$ cat config.mk
export PLATFORM = sky130hd
export DESIGN_NAME = socket_power_irq_ctrl
export DESIGN_NICKNAME = d
export VERILOG_FILES = /design/src/design/socket_ctrl_pkg.sv /design/src/design/socket_power_irq_ctrl.sv /design/src/design/pin_sync2.sv /design/src/design/irq_line_router.sv
export SDC_FILE = /design/constraint.sdc
export NUM_CORES = 1
export LEC_CHECK = 0
export BUFFER_PORTS_ARGS = -buffer_cell sky130_fd_sc_hd__buf_2
export CORE_UTILIZATION = 53
export CTS_CLUSTER_DIAMETER = 30
export DETAILED_ROUTE_END_ITERATION = 7
export GPL_TIMING_DRIVEN = 0
export PLACE_DENSITY = 0.86
export SETUP_SLACK_MARGIN = 0.05
export SYNTH_ARGS = -nofsm -noshare
export SYNTH_HDL_FRONTEND = slang
export SYNTH_SLANG_ARGS = --single-unit
$ cat constraint.sdc
create_clock -name i_clk_sys -period 3.06 [get_ports i_clk_sys]
set_input_delay 0 -clock i_clk_sys [delete_from_list [all_inputs] [get_ports i_clk_sys]]
set_output_delay 0 -clock i_clk_sys [all_outputs]
set_load 0.01 [all_outputs]
$ cat src/design/socket_ctrl_pkg.sv
// Purpose: Shared constants for the socket power and interrupt control bank
// Assumes: Byte-wide register port, one 200 MHz clock
// Notes: Offsets are byte offsets of the socket register window
package socket_ctrl_pkg;

  // Register offsets
  localparam logic [7:0] OFS_ID_REVISION = 8'h00;
  localparam logic [7:0] OFS_IF_STATUS = 8'h01;
  localparam logic [7:0] OFS_POWER = 8'h02;
  localparam logic [7:0] OFS_IRQ_GENERAL = 8'h03;
  localparam logic [7:0] OFS_CSC_CONFIG = 8'h05;

  // Reset values
  localparam logic [3:0] RST_COMPAT_REVISION = 4'h4;
  localparam logic [1:0] RST_ID_SPARE = 2'h0;
  localparam logic [7:0] RST_POWER = 8'h00;
  localparam logic [7:0] RST_IRQ_GENERAL = 8'h00;
  localparam logic [7:0] RST_CSC_CONFIG = 8'h00;

  // Identification register: hardwired interface type in bits 7:6
  localparam logic [1:0] ID_IF_TYPE = 2'h2;
  // Revision code that selects the standard-compatible power layout
  localparam logic [3:0] COMPAT_STD_CODE = 4'h2;

  // Power register fields
  localparam int PWR_OUT_GATE_BIT = 7;
  localparam int PWR_AUTO_SW_BIT = 5;
  localparam int PWR_SUPPLY_EN_BIT = 4;
  localparam int PWR_VCC_LSB = 3;
  localparam int PWR_VPP_LSB = 0;
  // Writable bits per layout
  localparam logic [7:0] PWR_MASK_STD = 8'hB3;
  localparam logic [7:0] PWR_MASK_EXT = 8'h9B;

  // Vcc request field codes, extended layout
  localparam logic [1:0] VCC_OFF = 2'h0;
  localparam logic [1:0] VCC_OFF_RSVD = 2'h1;
  localparam logic [1:0] VCC_5V = 2'h2;
  localparam logic [1:0] VCC_3V3 = 2'h3;

  // Vpp request field codes
  localparam logic [1:0] VPP_NONE = 2'h0;
  localparam logic [1:0] VPP_EQ_VCC = 2'h1;
  localparam logic [1:0] VPP_12V = 2'h2;
  localparam logic [1:0] VPP_RSVD = 2'h3;

  // Interrupt and general control fields
  localparam int IGC_RING_BIT = 7;
  localparam int IGC_RESET_BIT = 6;
  localparam int IGC_KIND_BIT = 5;
  localparam int IGC_CSC_PCI_BIT = 4;
  localparam int IGC_SEL_LSB = 0;
  localparam int CSC_SEL_LSB = 4;

  // Routing codes
  localparam logic [3:0] ROUTE_NONE = 4'h0;
  localparam logic [3:0] ROUTE_SMI = 4'h2;

  // Interface status bit positions
  localparam int STAT_POWERED_BIT = 6;
  localparam int STAT_CD2_BIT = 3;
  localparam int STAT_CD1_BIT = 2;

endpackage

$ cat src/design/socket_power_irq_ctrl.sv
// Purpose: Socket power control and interrupt/general control registers
// Assumes: Byte register port on i_clk_sys; card pins are asynchronous
// Notes: Power register layout follows the compatibility revision field
//
// How it works
// - Power bit 7 drives o_card_output_gate only; o_card_reset is not gated by it; zero after reset means disabled.
// - Standard layout: power bits 6, 3 and 2 read zero, not writable.
// - Standard layout: bit 5 enables card-detect auto power switching, if system allows.
// - Standard layout: bit 4 enables Vcc at system-chosen level, Vpp from field.
// - Vpp field: 00 none, 01 equals Vcc, 10 twelve volts, 11 reserved.
// - Vpp request ignored unless socket Vcc is on at 5 V or 3.3 V.
// - Extended layout: bits 4:3 request Vcc: 00/01 off, 10 5 V, 11 3.3 V.
// - Extended layout: bits 6, 5, 2 read zero; bits 7 and 1:0 unchanged.
// - Revision field resets to 0100; writing 0010 selects standard layout.
// - Status bit 6 shows whether socket Vcc is on at 5 V or 3.3 V; Vpp does not enter it.
// - Control bit 7 enables ring indicate on the battery-detect input.
// - Control bit 6 low holds 16-bit card reset; high releases it.
// - Control bit 5 records card kind: 0 memory, 1 I/O.
// - Control bit 4 routes status-change interrupts to PCI, else by config field.
// - Select field 0000: no functional routing; status-change forced to PCI.
// - Nonzero select: line by number, 0010 means SYSTEM_MANAGEMENT_INTERRUPT instead.
`timescale 1ns/100ps
module socket_power_irq_ctrl (
  input wire logic i_clk_sys,
  input wire logic i_rst,
  // Register port
  input wire logic i_reg_wr_en,
  input wire logic i_reg_rd_en,
  input wire logic [7:0] i_reg_addr,
  input wire logic [7:0] i_reg_wdata,
  output logic [7:0] o_reg_rdata,
  output logic o_reg_rd_valid,
  // System control register bits, same clock
  input wire logic i_auto_switch_allow,
  input wire logic i_vcc_level_select,
  // Card-side pins
  input wire logic i_card_detect1_n,
  input wire logic i_card_detect2_n,
  input wire logic i_battery_detect_ring_input,
  input wire logic i_card_func_irq,
  // Socket state from the surrounding controller
  input wire logic i_card_is_16bit,
  input wire logic i_csc_event,
  // Card side and power switch
  output logic o_card_output_gate,
  output logic o_card_reset,
  output logic o_ring_indicate,
  output logic o_vcc_5v_en,
  output logic o_vcc_3v3_en,
  output logic o_vpp_vcc_en,
  output logic o_vpp_12v_en,
  // Interrupt routing
  output logic [15:0] o_func_irq_lines,
  output logic o_func_smi,
  output logic [15:0] o_csc_irq_lines,
  output logic o_csc_smi,
  output logic o_csc_pci
);

  // Register storage
  logic [3:0] compat_revision_field;
  logic [1:0] id_spare;
  logic [7:0] power_reg;
  logic [7:0] irq_general;
  logic [7:0] csc_config;

  // Synchronised pins
  logic cd1_n;
  logic cd2_n;
  logic batt_ring;
  logic card_irq;

  pin_sync2 #(
    .WIDTH(4),
    .RST_VAL(4'hF)
  ) u_pin_sync (
    .i_clk_sys(i_clk_sys),
    .i_rst(i_rst),
    .i_async({i_card_detect1_n, i_card_detect2_n, i_battery_detect_ring_input, i_card_func_irq}),
    .o_sync({cd1_n, cd2_n, batt_ring, card_irq})
  );

  // Layout selection
  wire std_layout = (compat_revision_field == socket_ctrl_pkg::COMPAT_STD_CODE);
  wire [7:0] power_wmask = std_layout ? socket_ctrl_pkg::PWR_MASK_STD
                                      : socket_ctrl_pkg::PWR_MASK_EXT;

  // Decoded power fields
  wire card_output_gate = power_reg[socket_ctrl_pkg::PWR_OUT_GATE_BIT];
  wire auto_socket_power_switch = power_reg[socket_ctrl_pkg::PWR_AUTO_SW_BIT];
  wire socket_supply_enable = power_reg[socket_ctrl_pkg::PWR_SUPPLY_EN_BIT];
  wire [1:0] vcc_request_field = power_reg[socket_ctrl_pkg::PWR_VCC_LSB +: 2];
  wire [1:0] vpp_request_field = power_reg[socket_ctrl_pkg::PWR_VPP_LSB +: 2];
  wire card_present = !cd1_n && !cd2_n;

  // Auto switching only counts when system control lets it
  wire auto_active = auto_socket_power_switch && i_auto_switch_allow;
  wire std_vcc_on = socket_supply_enable && (!auto_active || card_present);
  wire next_vcc_5v = std_layout ? (std_vcc_on && !i_vcc_level_select)
                                : (vcc_request_field == socket_ctrl_pkg::VCC_5V);
  wire next_vcc_3v3 = std_layout ? (std_vcc_on && i_vcc_level_select)
                                 : (vcc_request_field == socket_ctrl_pkg::VCC_3V3);
  wire vcc_on = next_vcc_5v || next_vcc_3v3;
  // Vpp follows the field only while Vcc is up; reserved code gives nothing
  wire next_vpp_vcc = vcc_on && (vpp_request_field == socket_ctrl_pkg::VPP_EQ_VCC);
  wire next_vpp_12v = vcc_on && (vpp_request_field == socket_ctrl_pkg::VPP_12V);
  wire socket_powered_flag = vcc_on;

  // Decoded control fields
  wire ring_indicate_enable = irq_general[socket_ctrl_pkg::IGC_RING_BIT];
  wire card_reset_release = irq_general[socket_ctrl_pkg::IGC_RESET_BIT];
  wire card_kind = irq_general[socket_ctrl_pkg::IGC_KIND_BIT];
  wire status_change_pci_route = irq_general[socket_ctrl_pkg::IGC_CSC_PCI_BIT];
  wire [3:0] functional_irq_select = irq_general[socket_ctrl_pkg::IGC_SEL_LSB +: 4];
  wire [3:0] status_change_line_select = csc_config[socket_ctrl_pkg::CSC_SEL_LSB +: 4];

  // Select 0000 forces status change to PCI as well
  wire csc_to_pci = status_change_pci_route
                    || (functional_irq_select == socket_ctrl_pkg::ROUTE_NONE);
  // Functional interrupts only exist for an I/O card
  wire func_event = card_kind && !card_irq;
  // Card reset only touches 16-bit cards
  wire next_card_reset = i_card_is_16bit && !card_reset_release;
  // Ring indicate shares the battery-detect pin of an I/O card
  wire next_ring = ring_indicate_enable && card_kind && !batt_ring;

  // One address match shared by the write strobes and the read mux
  function automatic logic reg_hit(input logic [7:0] addr, input logic [7:0] ofs);
    return (addr == ofs);
  endfunction

  wire hit_id = reg_hit(i_reg_addr, socket_ctrl_pkg::OFS_ID_REVISION);
  wire hit_status = reg_hit(i_reg_addr, socket_ctrl_pkg::OFS_IF_STATUS);
  wire hit_power = reg_hit(i_reg_addr, socket_ctrl_pkg::OFS_POWER);
  wire hit_igc = reg_hit(i_reg_addr, socket_ctrl_pkg::OFS_IRQ_GENERAL);
  wire hit_csc = reg_hit(i_reg_addr, socket_ctrl_pkg::OFS_CSC_CONFIG);

  // Register write decode; the status byte has no write path
  wire wr_id = i_reg_wr_en && hit_id;
  wire wr_power = i_reg_wr_en && hit_power;
  wire wr_igc = i_reg_wr_en && hit_igc;
  wire wr_csc = i_reg_wr_en && hit_csc;

  // Read views; reserved power bits read zero in either layout
  wire [7:0] id_view = {socket_ctrl_pkg::ID_IF_TYPE, id_spare, compat_revision_field};
  wire [7:0] status_view = {1'b0, socket_powered_flag, 2'b00, !cd2_n, !cd1_n, 2'b00};
  wire [7:0] power_view = power_reg & power_wmask;
  wire [7:0] read_mux =
    hit_id ? id_view :
    hit_status ? status_view :
    hit_power ? power_view :
    hit_igc ? irq_general :
    hit_csc ? csc_config : 8'h00;

  always_ff @(posedge i_clk_sys or posedge i_rst) begin
    if (i_rst) begin
      compat_revision_field <= socket_ctrl_pkg::RST_COMPAT_REVISION;
      id_spare <= socket_ctrl_pkg::RST_ID_SPARE;
    end else if (wr_id) begin
      compat_revision_field <= i_reg_wdata[3:0];
      id_spare <= i_reg_wdata[5:4];
    end
  end

  // Reserved bits are dropped at write time under the current layout
  always_ff @(posedge i_clk_sys or posedge i_rst) begin
    if (i_rst) begin
      power_reg <= socket_ctrl_pkg::RST_POWER;
    end else if (wr_power) begin
      power_reg <= i_reg_wdata & power_wmask;
    end
  end

  always_ff @(posedge i_clk_sys or posedge i_rst) begin
    if (i_rst) begin
      irq_general <= socket_ctrl_pkg::RST_IRQ_GENERAL;
      csc_config <= socket_ctrl_pkg::RST_CSC_CONFIG;
    end else begin
      if (wr_igc) begin
        irq_general <= i_reg_wdata;
      end
      if (wr_csc) begin
        csc_config <= i_reg_wdata;
      end
    end
  end

  always_ff @(posedge i_clk_sys or posedge i_rst) begin
    if (i_rst) begin
      o_reg_rdata <= 8'h00;
      o_reg_rd_valid <= 1'b0;
    end else begin
      o_reg_rd_valid <= i_reg_rd_en;
      o_reg_rdata <= i_reg_rd_en ? read_mux : 8'h00;
    end
  end

  // Card side and power switch drive, registered
  always_ff @(posedge i_clk_sys or posedge i_rst) begin
    if (i_rst) begin
      o_card_output_gate <= 1'b0;
      o_card_reset <= 1'b0;
      o_ring_indicate <= 1'b0;
      o_vcc_5v_en <= 1'b0;
      o_vcc_3v3_en <= 1'b0;
      o_vpp_vcc_en <= 1'b0;
      o_vpp_12v_en <= 1'b0;
    end else begin
      o_card_output_gate <= card_output_gate;
      o_card_reset <= next_card_reset;
      o_ring_indicate <= next_ring;
      o_vcc_5v_en <= next_vcc_5v;
      o_vcc_3v3_en <= next_vcc_3v3;
      o_vpp_vcc_en <= next_vpp_vcc;
      o_vpp_12v_en <= next_vpp_12v;
    end
  end

  // Functional interrupt never goes to PCI here
  irq_line_router u_func_router (
    .i_clk_sys(i_clk_sys),
    .i_rst(i_rst),
    .i_event(func_event),
    .i_select(functional_irq_select),
    .i_to_pci(1'b0),
    .o_lines(o_func_irq_lines),
    .o_smi(o_func_smi),
    .o_pci()
  );

  irq_line_router u_csc_router (
    .i_clk_sys(i_clk_sys),
    .i_rst(i_rst),
    .i_event(i_csc_event),
    .i_select(status_change_line_select),
    .i_to_pci(csc_to_pci),
    .o_lines(o_csc_irq_lines),
    .o_smi(o_csc_smi),
    .o_pci(o_csc_pci)
  );

endmodule // socket_power_irq_ctrl

$ cat src/design/pin_sync2.sv
// Purpose: Two-flop synchroniser for pin inputs
// Assumes: Inputs are asynchronous to i_clk_sys
// Notes: First stage is read only by the second stage
`timescale 1ns/100ps
module pin_sync2 #(
  parameter int WIDTH = 1,
  parameter logic [WIDTH-1:0] RST_VAL = '0
) (
  input wire logic i_clk_sys,
  input wire logic i_rst,
  input wire logic [WIDTH-1:0] i_async,
  output logic [WIDTH-1:0] o_sync
);
  logic [WIDTH-1:0] meta;

  always_ff @(posedge i_clk_sys or posedge i_rst) begin
    if (i_rst) begin
      meta <= RST_VAL;
      o_sync <= RST_VAL;
    end else begin
      meta <= i_async;
      o_sync <= meta;
    end
  end
endmodule // pin_sync2

$ cat src/design/irq_line_router.sv
// Purpose: Steer one interrupt event to a legacy line, SYSTEM_MANAGEMENT_INTERRUPT or PCI
// Assumes: Event is synchronous to i_clk_sys
// Notes: Outputs are registered, one cycle after the event
`timescale 1ns/100ps
module irq_line_router (
  input wire logic i_clk_sys,
  input wire logic i_rst,
  input wire logic i_event,
  input wire logic [3:0] i_select,
  input wire logic i_to_pci,
  output logic [15:0] o_lines,
  output logic o_smi,
  output logic o_pci
);
  // Code 0 and the SYSTEM_MANAGEMENT_INTERRUPT code never drive a numbered line
  wire legacy_ok = !i_to_pci && (i_select != socket_ctrl_pkg::ROUTE_NONE)
                   && (i_select != socket_ctrl_pkg::ROUTE_SMI);
  wire [15:0] one_hot = 16'h0001 << i_select;
  wire [15:0] next_lines = (i_event && legacy_ok) ? one_hot : 16'h0000;
  wire next_smi = i_event && !i_to_pci && (i_select == socket_ctrl_pkg::ROUTE_SMI);
  wire next_pci = i_event && i_to_pci;

  always_ff @(posedge i_clk_sys or posedge i_rst) begin
    if (i_rst) begin
      o_lines <= 16'h0000;
      o_smi <= 1'b0;
      o_pci <= 1'b0;
    end else begin
      o_lines <= next_lines;
      o_smi <= next_smi;
      o_pci <= next_pci;
    end
  end
endmodule // irq_line_router

---- Yosys cells after proc, flatten, opt, wreduce, memory -nomap -nowiden ----
Index checks and enable logic that the tools add are counted.
operators by class
  $add $sub $neg .......................... 0
  $mul .................................... 0
  reduce and logical (&&, ||, !) cells .... 39
  bitwise operators ....................... 2
  div/mod/pow operators ................... 0
  mux-type cells .......................... 11
  magnitude comparators ................... 0
  equal/unequal tests ..................... 13
  shift operators ......................... 2
operators with widths
  operator                count
  $mux W8                 6
  $mux W16                2
  $shl A1 B4 Y16 const A  2
  $logic_and A1 B1 Y1     24
  $and A8 B8 Y8           2
  $eq A8 B2 Y1 const B    2
  $eq A4 B2 Y1 const B    3
  $eq A8 B1 Y1 const B    1
  $eq A8 B3 Y1 const B    1
  $logic_not A1 Y1        8
  $logic_not A8 Y1        1
  $ne A4 B2 Y1 const B    2
  $reduce_bool A4 Y1      2
  $eq A2 B2 Y1 const B    3
  $mux W6                 1
  $logic_not A4 Y1        1
  $logic_or A1 B1 Y1      3
  $eq A2 B1 Y1 const B    1
  $mux W1                 2
storage, ports and cells
  output and inout bits ................... 51
  logic and storage cells ................. 88
  ROM bits ................................ 0
  bits in writable memories ............... 0
  register bits after elaboration ......... 89
  latch bits .............................. 0
  memories ................................ 0
  input port bits ......................... 28

---- Depth between registers and ports, before layout ----
  depth after elaboration ................. 10
  gate-level depth with buffers ........... 6
  mapped depth without buffers ............ 4

---- Cells and area by module ----
Synthesis repeated with hierarchy kept, for this count alone.
second synthesis, totals
  cell total of the unflattened synthesis .. 263
  area, all modules ....................... 3443.3 um^2
modules (own cells, without submodules)
  module                 cells an instance  area an instance (um^2)  times used  sequential area each (um^2)
  socket_power_irq_ctrl  168                2058.2                   1           1102.3
  irq_line_router        43                 585.6                    2           450.4
  pin_sync2              9                  214.0                    1           210.2

---- Worst setup path before layout ----
OpenSTA, ideal clock, no wires.
  path type ............................... flip-flop to flip-flop
  from .................................... register compat_revision_field[0]
  to ...................................... register o_reg_rdata[6]
  data arrival time ....................... 1293 ps
  data required time ...................... 2927 ps
  library setup time ...................... 133 ps
  cell stages (with the launch flop) ...... 5
  path buffers ............................ 0
  path slack .............................. 1634 ps
  period minus slack after synthesis ...... 1426 ps
  cells stage by stage .................... dfrtp_1 -> or4b_4 -> o21ai_2 -> or3_1 -> a311oi_1
on the way
  longest elaborated chain between the ends .. 6
  elaborated cells on any way between the ends .. 7
  those cells by class .................... 1 x eq/ne; 5 x mux; 1 x reduce/logical
ends and longest elaborated chain
  what                        RTL line                                                   RTL
  from (decl)                 socket_power_irq_ctrl.sv:61                                logic [3:0] compat_revision_field;
  from (signal assigned)      socket_power_irq_ctrl.sv:157                               compat_revision_field <= socket_ctrl_pkg::RST_COMPAT_REVISION;
  from (signal assigned)      socket_power_irq_ctrl.sv:160                               compat_revision_field <= i_reg_wdata[3:0];
  $eq A4 B2 Y1 (*)            socket_power_irq_ctrl.sv:84                                wire std_layout = (compat_revision_field == socket_ctrl_pkg::COMPAT_STD_CODE);
  $mux W1 (on tied branches)  socket_power_irq_ctrl.sv:99, socket_power_irq_ctrl.sv:101
  $logic_or A1 B1 Y1 (*)      socket_power_irq_ctrl.sv:103                               wire vcc_on = next_vcc_5v || next_vcc_3v3;
  $mux W8 (*)                 socket_power_irq_ctrl.sv:150                               hit_status ? status_view :
  $mux W8 (*)                 socket_power_irq_ctrl.sv:149                               hit_id ? id_view :
  $mux W8 (*)                 socket_power_irq_ctrl.sv:194                               o_reg_rdata <= i_reg_rd_en ? read_mux : 8'h00;
  to (signal assigned)        socket_power_irq_ctrl.sv:194
  to (decl)                   socket_power_irq_ctrl.sv:31                                output logic [7:0] o_reg_rdata,
Mark *: on every way between the ends. The rest lies on a longest branch, timed or not.
A chain may end at the register's enable or synchronous reset.

---- Worst setup path in the final report ----
  from .................................... register compat_revision_field[2]
  to ...................................... register o_reg_rdata[6]
The elaborated chain is that of the path after synthesis.

==> results.json <==
{
  "slowest_stage": "dfstp_2",
  "fin_area_sq_um": 4180,
  "setup-tns-final_ps": 0,
  "dr.pass1.iters": 4,
  "insertedDiodeCount": 0,
  "antenna_left": 0,
  "synth.top_cells.by_count": "dfrtp_1, nor2_1, mux2_1",
  "cp_top_family": "flip-flops",
  "die-area_sq_um": 6550,
  "wl_mm": 7.03,
  "worstPathArrival_ps": 1910,
  "setup_viol": 0,
  "grt_setup_unrepaired": "no",
  "routedWlPerCell_um": 15.9,
  "fin_crit_sh_pct": 55.5,
  "cts_root_buffer": "clkbuf_8",
  "reg_top3": "u_csc_router.o_lines (16), u_func_router.o_lines (16)",
  "grt_max_degree": 45,
  "synthAdderAreaFrac_pct": 0,
  "cp_data_required_time_ps": 3270,
  "io_pins": 79,
  "crit_fanout": 4,
  "synthTopCellsByArea": "dfrtp_1, dfstp_2, mux2_1",
  "tightestPinTransition_ps": 636,
  "r2r_end": "o_reg_rdata[6]",
  "worst-r2r-setup-slack_ps": 1360,
  "crit_path_start_kind": "register",
  "holdPathStages": 4,
  "synth_sequential_area_ratio_pct": 66.3,
  "hold_path_end": "o_vcc_3v3_en",
  "ys.flop_type": "dfrtp_1",
  "slew_violations": 0,
  "die_x_um": 80.9,
  "worstSetupEndpointType": "register",
  "grt_util_all_layers_pct": 23.9,
  "synth_area_sq_um": 3300,
  "antenna_found_initial": 0,
  "yosysMostFrequentCell": "dfrtp_1",
  "fmax_mhz": 589,
  "avgSynthCellArea_sq_um": 13.1,
  "clk_pin_slew_ps": 80,
  "min_from": "i_auto_switch_allow",
  "finalHoldViolations": 0,
  "tritoncts": "built",
  "cts_inserted_buffers": 9,
  "finClkSkew_ps": 9.07,
  "dpl_cell_area_sq_um": 3810,
  "grt_pass1_vias": 2229,
  "hpwl_mm": 4.97,
  "reg2reg_depth": 4,
  "synth_area_leader_cell": "dfrtp_1",
  "outcome": "finished clean",
  "h-tree-depth": 3,
  "ys_types": 45,
  "crit_buf_inv": 0,
  "synth_top_family_by_area": "simple AND/OR/NAND/NOR gates",
  "async_reset_ff_share_pct": 100,
  "drive_above_1_share_pct": 36.1,
  "synth.area.mux_share_pct": 9.89,
  "coreArea_sq_um": 5960,
  "synthToLayoutAreaGrowth_pct": 26.6,
  "fillers": 455,
  "critical_path_class": "reg2reg",
  "synth-seq-cells": 87,
  "crit_chain": "or4b_4 -> o21ai_2 -> or3_1 -> a311oi_1",
  "start_util_pct": 55.5,
  "vias": 2332,
  "period_minus_slack_ps": 1700,
  "cts.sinks": 87,
  "yosysTopAreaCellShare_pct": 59.1,
  "nNetsFinal": 389,
  "drt-initial-drc-count": 121,
  "vias_per_cell": 5.29,
  "synth-compound-area-share_pct": 5.87,
  "gp_congestion": 0.886,
  "clk_path_buf_depth": 2,
  "overflow": 0,
  "worst_ir_drop_vdd_mv": 0.361,
  "rows": 28,
  "port_buffers": 76,
  "relSlewSlack_pct": 57.2,
  "cap_violations": 0,
  "r2r-start": "compat_revision_field[2]",
  "p_per_area_nw_per_um2": 515,
  "grt_pass1_wl_mm": 11.3,
  "leakage_nw": 2.14,
  "syn_inst": 253,
  "die_h_um": 80.9,
  "synth-simple-area-share_pct": 15.6,
  "synth_xor_xnor_area_share_pct": 0,
  "ys_warn_count": 0,
  "insertion_delay_ps": 350,
  "min_path_type": "in2reg",
  "crit_path_max_incr_delay_ps": 570,
  "synth_edf_count": 0,
  "drc_errors": 0
}
## how the worst max path moves through the flow
stage                                           to                      from  slack, ps  depth (start not counted)
after floorplan           compat_revision_field[0]                     i_rst        820                          1
after global placement                power_reg[5]                     i_rst         80                          2
after detailed placement            o_reg_rdata[6]  compat_revision_field[0]       1430                          4
after CTS                  u_csc_router.o_lines[1]            irq_general[0]       1400                          5
after global routing       u_csc_router.o_lines[8]            irq_general[0]       1310                          5
final                               o_reg_rdata[6]  compat_revision_field[2]       1360                          4
## cell type report
class,instances,area (sq um),share of cell area [%]
clock inverter,5,57.6,1.38
timing repair buffer,94,571,13.6
sequential,87,2190,52.3
buffer,10,60.1,1.44
multi-input combinational,155,1050,25.1
tap,75,93.8,2.24
inverter,4,17.5,0.419
clock buffer,11,141,3.38
## kinds of logic (layout without fill, tap and decap cells)
family                 after synthesis  in the layout
AO/OA/AOI/OAI                       26             26
other                                1              4
buffers and inverters               14            124
AND/OR/NAND/NOR                     96             96
multiplexers                        29             29
flip-flops                          87             87
## per-stage QoR
step | instances | setup WS (ps) | util (%) | total power [W] | hold WS [ps]
floorplan | 256 | 825 | - | 0.00131 | 4.48
CTS | 441 | 1400 | 70.2 | 0.00217 | 59.6
detailed placement | 408 | 1430 | 64.0 | 0.00137 | 83.7
finish | 441 | 1360 | 70.2 | 0.00215 | 74.0
global route | 441 | 1310 | 70.2 | 0.00223 | 82.2
global placement | 407 | 79.3 | 63.6 | 0.00136 | 105
## layout by cell type, fill, tap and decap left out, types with 6 or more instances in the layout
master	count
buf_2	79
dlygate4sd3_1	17
nor2_1	34
mux2_1	16
and3_1	6
nand2_1	14
nor3_1	9
dfstp_2	9
clkbuf_8	10
mux2_2	13
dfrtp_1	78
## metal layers
metal	track usage (%)	vias to the layer above	routed length (um)
li1	-	1095	-
met1	32.3	1127	3000
met2	37.1	91	3500
met3	5.28	19	345
met4	10.7	0	180
met5	0	-	0
## worst register-to-register path: stages, from the launching register on
cell and delay (ps):
dfstp_2 570, or4b_4 160, o21ai_2 90, or3_1 340, a311oi_1 400
## report_power, final
part           switching [W]  internal (W)
Clock               0.000387      0.000400
Combinational      0.0000881     0.0000710
Sequential         0.0000225       0.00118
## timing repair
action,CTS,global route
setup buffers,0,0
endpoints found under the hold margin,72,0
hold buffers,17,0
resized for setup,0,0
Note: power is estimated with default switching activity, not from simulation.
